**src/vcd_regs.vh**
```
// constants for the carrier address decoder and interrupt router
`ifndef VCD_REGS_VH
`define VCD_REGS_VH
`define VCD_AM_SIO_NP 6'h29
`define VCD_AM_SIO_SUP 6'h2D
`define VCD_AM_A24_0 6'h39
`define VCD_AM_A24_1 6'h3A
`define VCD_AM_A24_2 6'h3D
`define VCD_AM_A24_3 6'h3E
`define VCD_AM_A32_0 6'h09
`define VCD_AM_A32_1 6'h0A
`define VCD_AM_A32_2 6'h0D
`define VCD_AM_A32_3 6'h0E
`define VCD_MEM_OFF 4'h0
`define VCD_MEM_A32 4'hF
`define VCD_SIO_ID_OFF 8'h80
`define VCD_SIO_REG_OFF 8'hC0
`define VCD_IRQ_CFG_OFF 6'h01
`define VCD_MAP_DEFAULT 4'h1
`define VCD_SIO_BASE_DEFAULT 16'h6000
`define VCD_MEM_BASE_DEFAULT 8'hD0
`endif

```
**src/vcd_decode.v**
```verilog
// vme slave address decoder and interrupt router for a four slot module carrier
`include "vcd_regs.vh"
module vcd_decode #(
    parameter SLOTS = 4
) (
    input wire clk_sys,
    input wire arst_n,
    input wire [3:0] short_io_base_high_switch,
    input wire [1:0] short_io_base_low_switch,
    input wire [3:0] interrupt_map_switch,
    input wire [3:0] memory_size_switch,
    input wire [3:0] memory_base_high_switch,
    input wire [3:0] memory_base_low_switch,
    input wire cyc_valid,
    input wire [31:0] vme_addr,
    input wire [5:0] vme_am,
    input wire lword_n,
    input wire cyc_write,
    input wire [7:0] cyc_wdata,
    input wire [SLOTS-1:0] module_irq_line_zero,
    input wire [SLOTS-1:0] module_irq_line_one,
    output reg hit,
    output reg [SLOTS-1:0] slot_sel,
    output reg io_sel,
    output reg id_sel,
    output reg mem_sel,
    output reg reg_sel,
    output reg [22:0] mem_offset,
    output reg [7:0] reg_rdata,
    output reg [7:1] irq_req_n
);
    // level tables for the eight requests, index slot*2+line
    function [2:0] preset_level;
        input [2:0] pos;
        input [2:0] idx;
        begin
            preset_level = 3'd0;
            case (pos)
                3'd1: begin
                    case (idx)
                        3'd0: preset_level = 3'd1;
                        3'd1: preset_level = 3'd2;
                        3'd2: preset_level = 3'd3;
                        3'd3: preset_level = 3'd4;
                        3'd4: preset_level = 3'd5;
                        3'd5: preset_level = 3'd6;
                        3'd6: preset_level = 3'd7;
                        default: preset_level = 3'd0;
                    endcase
                end
                3'd2: begin
                    case (idx)
                        3'd0: preset_level = 3'd4;
                        3'd1: preset_level = 3'd5;
                        3'd2: preset_level = 3'd2;
                        3'd3: preset_level = 3'd1;
                        3'd4: preset_level = 3'd4;
                        3'd5: preset_level = 3'd5;
                        3'd6: preset_level = 3'd2;
                        default: preset_level = 3'd1;
                    endcase
                end
                3'd3: begin
                    case (idx)
                        3'd0: preset_level = 3'd6;
                        3'd1: preset_level = 3'd4;
                        3'd2: preset_level = 3'd3;
                        3'd3: preset_level = 3'd1;
                        3'd4: preset_level = 3'd6;
                        3'd5: preset_level = 3'd4;
                        3'd6: preset_level = 3'd3;
                        default: preset_level = 3'd1;
                    endcase
                end
                3'd4: begin
                    case (idx)
                        3'd0: preset_level = 3'd1;
                        3'd1: preset_level = 3'd1;
                        3'd2: preset_level = 3'd2;
                        3'd3: preset_level = 3'd2;
                        3'd4: preset_level = 3'd3;
                        3'd5: preset_level = 3'd3;
                        3'd6: preset_level = 3'd4;
                        default: preset_level = 3'd4;
                    endcase
                end
                default: begin
                    preset_level = 3'd0;
                end
            endcase
        end
    endfunction

    wire regs_on = ~interrupt_map_switch[3];
    wire [2:0] map_pos = interrupt_map_switch[2:0];

    // per request programmed levels; reset clears them, the first clock after reset loads the switch preset, a switch change reloads
    reg [2:0] level [0:2*SLOTS-1];
    reg [3:0] map_seen;
    reg seeded;

    // short io decode
    wire [5:0] sio_base = {short_io_base_high_switch, short_io_base_low_switch};
    wire sio_am = (vme_am == `VCD_AM_SIO_NP) || (vme_am == `VCD_AM_SIO_SUP);
    wire sio_hit = sio_am && lword_n && (vme_addr[15:10] == sio_base);
    wire [1:0] sio_slot = vme_addr[9:8];
    wire [7:0] sio_off = vme_addr[7:0];
    wire sio_io = ~sio_off[7];
    wire sio_reg = regs_on && (sio_off >= `VCD_SIO_REG_OFF);
    wire sio_id = sio_off[7] && !sio_reg;

    // memory decode
    wire mem_a24 = (memory_size_switch != `VCD_MEM_OFF) && !memory_size_switch[3];
    wire mem_a32 = (memory_size_switch == `VCD_MEM_A32);
    wire [7:0] mem_base = {memory_base_high_switch, memory_base_low_switch};
    wire a24_am = (vme_am == `VCD_AM_A24_0) || (vme_am == `VCD_AM_A24_1) ||
        (vme_am == `VCD_AM_A24_2) || (vme_am == `VCD_AM_A24_3);
    wire a32_am = (vme_am == `VCD_AM_A32_0) || (vme_am == `VCD_AM_A32_1) ||
        (vme_am == `VCD_AM_A32_2) || (vme_am == `VCD_AM_A32_3);
    // window, slot and offset masks per size; a table keeps variable shifters out of the compare path
    reg [23:0] a24_win_mask;
    reg [1:0] a24_slot;
    reg [22:0] a24_off_mask;
    always @* begin
        a24_win_mask = 24'hFE_0000;
        a24_slot = vme_addr[16:15];
        a24_off_mask = 23'h00_7FFF;
        case (memory_size_switch[2:0])
            3'd1: begin
                a24_win_mask = 24'hFE_0000;
                a24_slot = vme_addr[16:15];
                a24_off_mask = 23'h00_7FFF;
            end
            3'd2: begin
                a24_win_mask = 24'hFC_0000;
                a24_slot = vme_addr[17:16];
                a24_off_mask = 23'h00_FFFF;
            end
            3'd3: begin
                a24_win_mask = 24'hF8_0000;
                a24_slot = vme_addr[18:17];
                a24_off_mask = 23'h01_FFFF;
            end
            3'd4: begin
                a24_win_mask = 24'hF0_0000;
                a24_slot = vme_addr[19:18];
                a24_off_mask = 23'h03_FFFF;
            end
            3'd5: begin
                a24_win_mask = 24'hE0_0000;
                a24_slot = vme_addr[20:19];
                a24_off_mask = 23'h07_FFFF;
            end
            3'd6: begin
                a24_win_mask = 24'hC0_0000;
                a24_slot = vme_addr[21:20];
                a24_off_mask = 23'h0F_FFFF;
            end
            3'd7: begin
                a24_win_mask = 24'h80_0000;
                a24_slot = vme_addr[22:21];
                a24_off_mask = 23'h1F_FFFF;
            end
            default: begin
                a24_win_mask = 24'hFF_FFFF;
                a24_slot = 2'd0;
                a24_off_mask = 23'h00_0000;
            end
        endcase
    end
    // base bits below the window are ignored, so a misaligned base still decodes
    wire [23:0] a24_base = {mem_base, 16'h0000};
    wire a24_match = ((vme_addr[23:0] ^ a24_base) & a24_win_mask) == 24'h00_0000;
    wire mem_hit24 = mem_a24 && a24_am && a24_match && lword_n;
    wire mem_hit32 = mem_a32 && a32_am && lword_n &&
        (vme_addr[31:25] == mem_base[7:1]);
    wire [1:0] mem_slot = mem_hit32 ? vme_addr[24:23] : a24_slot;
    wire [22:0] off_mask = mem_hit32 ? 23'h7F_FFFF : a24_off_mask;
    wire [22:0] next_mem_offset = vme_addr[22:0] & off_mask;
    wire sio_take = cyc_valid && sio_hit;
    wire mem_take = cyc_valid && !sio_hit && (mem_hit24 || mem_hit32);

    // register access: irq config at slot offset 0xC1; level bytes pack two requests
    wire reg_cfg = sio_hit && sio_reg && (sio_off[5:0] == `VCD_IRQ_CFG_OFF);
    wire [2:0] cfg_i0 = {sio_slot, 1'b0};
    wire [2:0] cfg_i1 = {sio_slot, 1'b1};

    // level to request merge; vme lines are active low, wired-or at the backplane
    reg [7:1] next_irq;
    integer k;
    always @* begin
        next_irq = 7'h00;
        for (k = 0; k < 2*SLOTS; k = k + 1) begin
            if (level[k] != 3'd0) begin
                if ((k[0] ? module_irq_line_one[k/2] : module_irq_line_zero[k/2])) begin
                    next_irq[level[k]] = 1'b1;
                end
            end
        end
    end

    genvar g;
    generate
        for (g = 0; g < 2*SLOTS; g = g + 1) begin : g_lvl
            localparam integer IDX_I = g;
            localparam [2:0] IDX = IDX_I[2:0];
            always @(posedge clk_sys or negedge arst_n) begin
                if (!arst_n) begin
                    level[g] <= 3'd0;
                end else if (!seeded || (map_seen != interrupt_map_switch)) begin
                    level[g] <= preset_level(map_pos, IDX);
                end else if (cyc_valid && cyc_write && reg_cfg && regs_on) begin
                    if (IDX == cfg_i0) begin
                        level[g] <= cyc_wdata[2:0];
                    end else if (IDX == cfg_i1) begin
                        level[g] <= cyc_wdata[6:4];
                    end
                end
            end
        end
    endgenerate

    // switch tracking: a changed map position reloads the preset levels
    always @(posedge clk_sys or negedge arst_n) begin
        if (!arst_n) begin
            seeded <= 1'b0;
            map_seen <= `VCD_MAP_DEFAULT;
        end else begin
            seeded <= 1'b1;
            map_seen <= interrupt_map_switch;
        end
    end

    always @(posedge clk_sys or negedge arst_n) begin
        if (!arst_n) begin
            irq_req_n <= 7'h7F;
        end else begin
            irq_req_n <= ~next_irq;
        end
    end

    always @(posedge clk_sys or negedge arst_n) begin
        if (!arst_n) begin
            hit <= 1'b0;
        end else begin
            hit <= cyc_valid && (sio_hit || mem_hit24 || mem_hit32);
        end
    end

    always @(posedge clk_sys or negedge arst_n) begin
        if (!arst_n) begin
            slot_sel <= {SLOTS{1'b0}};
        end else begin
            slot_sel <= {SLOTS{1'b0}};
            if (sio_take) begin
                slot_sel[sio_slot] <= 1'b1;
            end else if (mem_take) begin
                slot_sel[mem_slot] <= 1'b1;
            end
        end
    end

    always @(posedge clk_sys or negedge arst_n) begin
        if (!arst_n) begin
            io_sel <= 1'b0;
        end else begin
            io_sel <= sio_take && sio_io;
        end
    end

    always @(posedge clk_sys or negedge arst_n) begin
        if (!arst_n) begin
            id_sel <= 1'b0;
        end else begin
            id_sel <= sio_take && sio_id;
        end
    end

    always @(posedge clk_sys or negedge arst_n) begin
        if (!arst_n) begin
            reg_sel <= 1'b0;
        end else begin
            reg_sel <= sio_take && sio_reg;
        end
    end

    always @(posedge clk_sys or negedge arst_n) begin
        if (!arst_n) begin
            mem_sel <= 1'b0;
        end else begin
            mem_sel <= mem_take;
        end
    end

    always @(posedge clk_sys or negedge arst_n) begin
        if (!arst_n) begin
            mem_offset <= 23'h00_0000;
        end else begin
            mem_offset <= mem_take ? next_mem_offset : 23'h00_0000;
        end
    end

    // only the irq config byte reads back; other register offsets read zero
    always @(posedge clk_sys or negedge arst_n) begin
        if (!arst_n) begin
            reg_rdata <= 8'h00;
        end else begin
            reg_rdata <= (sio_take && reg_cfg && !cyc_write) ? {1'b0, level[cfg_i1], 1'b0, level[cfg_i0]} : 8'h00;
        end
    end
endmodule // vcd_decode

```
**config.mk**
```make
export PLATFORM = sky130hd
export DESIGN_NAME = vcd_decode
export DESIGN_NICKNAME = d
export VERILOG_FILES = /design/src/vcd_decode.v
export VERILOG_INCLUDE_DIRS = /design/src /design/src/src
export SDC_FILE = /design/constraint.sdc
export NUM_CORES = 1
export LEC_CHECK = 0
export BUFFER_PORTS_ARGS = -buffer_cell sky130_fd_sc_hd__buf_4
export CORE_MARGIN = 5
export CORE_UTILIZATION = 30
export CTS_BUF_LIST = sky130_fd_sc_hd__clkbuf_4
export DETAILED_ROUTE_END_ITERATION = 10
export SLEW_MARGIN = 20
export SYNTH_ARGS = -nofsm -noshare
export SYNTH_HDL_FRONTEND = slang
export SYNTH_SLANG_ARGS = --single-unit
```
**constraint.sdc**
```tcl
create_clock -name clk_sys -period 1.7 [get_ports clk_sys]
set_input_delay 0.17 -clock clk_sys [delete_from_list [all_inputs] [get_ports clk_sys]]
set_output_delay 0.17 -clock clk_sys [all_outputs]
set_load 0.02 [all_outputs]
```
==> run_results.csv <==
group,metric,value,unit
logic_synthesis,syn-cell-area,4116,um^2
pwr,power.total,3933,uW
setup_path,crit_buf_inv,3,
setup_path,cp_max_fo,6,
detailed_routing,drt-total-wl,13180,um
logic_synthesis,synthArstFlopShare,1.000,
global_routing,grt_max_degree,35,
logic_synthesis,yosysTopAreaCell,"dfrtp_1",
clock_tree,clk_latency,0.44,ns
logic_synthesis,synth_top_family_by_area,"simple AND/OR/NAND/NOR gates",
clock_tree,cts_tree,"done",
cells_and_area,post-route-util,0.4457,
cells_and_area,final_common_cell,"buf_4",
setup_path,cp_slowest_cell,"or4_4",
logic_synthesis,yosys.area_share.simple,0.2459,
cells_and_area,synthToLayoutAreaGrowth,44.53,%
global_routing,grt-ovfl-total,0,
setup_path,critPathKind,"input pin to register",
flow_run,cap_viol_max_count,0,
global_routing,antenna_found_initial,0,
pwr,powerDensity,661.1,nW/um^2
detailed_routing,drc,0,
detailed_routing,wl_per_cell,17.85,um
sta,finalHoldViolCount,0,
placement,port_buffers,121,
setup_path,crit_arrival,2.02,ns
sta,worst_slack,0.01632,ns
logic_synthesis,ys.flop_type,"dfrtp_1",
clock_tree,htreeDepth,3,
floorplan,die_w,127.1,um
sta,finalCriticalPeriod,1.684,ns
floorplan,core,13350,um^2
setup_path,crit_family,"buffers and inverters",
clock_tree,clock-root-buffer,"clkbuf_4",
logic_synthesis,ys_seq_elements,74,
logic_synthesis,synth_warnings,0,
clock_tree,clock_path_buffers,2,
sta,slew_violations,0,
cells_and_area,fillCellCount,1278,
logic_synthesis,yosys-top-cells-area,"dfrtp_1 (40%), mux2i_1 (8.3%), dfstp_2 (5.1%)",
cells_and_area,final_cell_mix,"buf_4 (161), dfrtp_1 (66), mux2i_1 (32)",
floorplan,die_area,16160,um^2
logic_synthesis,syn_area_per_cell,10.83,um^2
floorplan,io_pins,128,
outcome,run_status,"finished, final reports clean",
clock_tree,clk_pin_slew_worst_paths,0.13,ns
logic_synthesis,synth-xor-area-share,0.05957,
cells_and_area,regArea,1862,um^2
cells_and_area,multi_input_area,2172,um^2
logic_synthesis,synthMuxAreaShare,0.1264,
detailed_routing,ant_nets,0,
detailed_routing,vias,3674,
global_routing,grt_pass1_wl,20810,um
logic_synthesis,synthDistinctLibCells,50,
pwr,irDropWorstVdd,0.0004074,V
global_routing,track_usage,0.1638,
clock_tree,numCtsBuffers,9,
setup_path,path_cells,"buf_4, dlygate4sd3_1, buf_4, nand2b_1, or4_4, mux2i_1, mux2i_1",
cells_and_area,antenna_cells,0,
detailed_routing,drt_first_pass_iters,5,
sta,setup-violations-final,0,
cells_and_area,drive_gt1_frac,0.3790,
logic_synthesis,synth-adder-area-share,0,
placement,dp_hpwl,10010,um
pwr,power.leakage,0.002743,uW
cells_and_area,nets,638,
setup_path,cp-end-kind,"register",
logic_synthesis,synth_edf_count,0,
setup_path,max_stage_delay,0.57,ns
floorplan,initial_core_util,0.3084,
logic_synthesis,synth_compound_area_frac,0.08146,
setup_path,startpoint_type,"input pin",
placement,gp_congestion,0.9297,
hold_path,min_path_type,"input pin to register",
placement,place_ws,-0.4098,ns
logic_synthesis,synthCells,380,
sta,fin_crit_sh,0.9904,
logic_synthesis,synth-seq-area-share,0.4523,
setup_path,cp.required,2.03,ns
floorplan,fp.dieH,127.1,um
logic_synthesis,yosysTopAreaCellShare,0.4012,
detailed_routing,viasPerCell,4.978,
sta,final.setup_skew,0.01862,ns
sta,fmax,593.9,MHz
global_routing,grt_pass1_vias,3804,
detailed_routing,drt_iter0_drc,257,
clock_tree,cts_sinks,74,
floorplan,rows,42,
[cells in the mapped netlist (all sizes together) (4+ instances only)]
| cell | n |
|---|---|
| xor2 | 20 |
| buf | 6 |
| nand2 | 19 |
| nor4b | 7 |
| nor3 | 9 |
| nand2b | 15 |
| inv | 4 |
| and2 | 17 |
| o21ai | 4 |
| dfrtp | 66 |
| mux2i | 34 |
| nor4 | 10 |
| o22ai | 6 |
| a21oi | 23 |
| dfstp | 8 |
| nor2b | 7 |
| xnor2 | 8 |
| mux4 | 8 |
| nor3b | 5 |
| nand4b | 12 |
| nor2 | 21 |
| clkbuf | 20 |
| nor4bb | 7 |
| nand4 | 8 |
[worst paths after layout]
| check | from | end | slack [ns] | cells after the start |
|---|---|---|---|---|
| worst max-delay path | interrupt_map_switch[3] | level[2] | 0.02 | 7 |
| worst min-delay path | memory_size_switch[0] | mem_offset[20] | 0.04 | 3 |
| worst max register to register | map_seen[0] | level[5] | 0.12 | 5 |
| worst min register to register | level[13] | level[13] | 0.65 | 2 |
| max in group asynchronous | arst_n | mem_offset[21] | 0.94 | 3 |
| min in group asynchronous | arst_n | level[21] | 0.21 | 2 |
[worst register-to-register path, stage by stage (launching register included)]
cell	delay, ns
dfstp_2	0.55
xor2_1	0.23
nor4_4	0.08
buf_12	0.17
nor2_1	0.36
a21oi_1	0.08
[where the power goes]
part	total [uW]	leakage, uW	switching, uW	internal, uW
logic	852	0.00170	418	434
clock network	1150	0.0000707	683	467
registers	1930	0.000972	81.8	1850
total	3930	0.00274	1180	2750
[sequential cells by signal (all words and copies together), names as in the netlist]
name	flops
level	24
mem_offset	23
irq_req_n	7
reg_rdata	6
map_seen	4
slot_sel	4
hit	1
id_sel	1
io_sel	1
mem_sel	1
reg_sel	1
seeded	1
[repair_timing]
item	CTS	global route
endpoints found under the hold margin	55	0
buffers inserted	0	1
hold buffers	27	0
gates resized for setup	0	5
endpoints found under the setup margin	0	29
[metrics by stage]
step	hold slack (ns)	std cells	area, um^2	TNS (ns)
after floorplan	-0.1256	381	4138	-4.211
after global routing	0.02717	738	5949	-0.02503
after global placement	0.1625	694	5502	-8.798
after detailed placement	0.1730	694	5502	-9.298
after CTS	0.002027	737	5913	0
final	0.03786	738	5949	0
[logic make-up (layout without fill, tap and decap cells)]
kind of cell	count (synthesis)	count (layout)
buffers and inverters	30	211
flip-flops	74	74
AO/OA/AOI/OAI	52	52
other	2	3
XOR/XNOR	28	28
multiplexers	42	42
AND/OR/NAND/NOR	152	152
[metal layers]
layer	vias to the layer above	global-route usage	wire length, um
met1	1765	0.2175	5714
met4	0	0.05868	212
met5	-	0	0
met3	18	0.03923	936
li1	1743	-	-
met2	148	0.2615	6312
[layout make-up]
type                    count  share of cell area
well taps                 176             0.03701
repair buffers            191              0.2587
clock inverters             6             0.01115
multi-input cells         277              0.3651
clock buffers              10             0.01262
inverters                   4            0.002524
flip-flops and latches     74              0.3129
No activity file was read; power rests on OpenSTA's default activity.
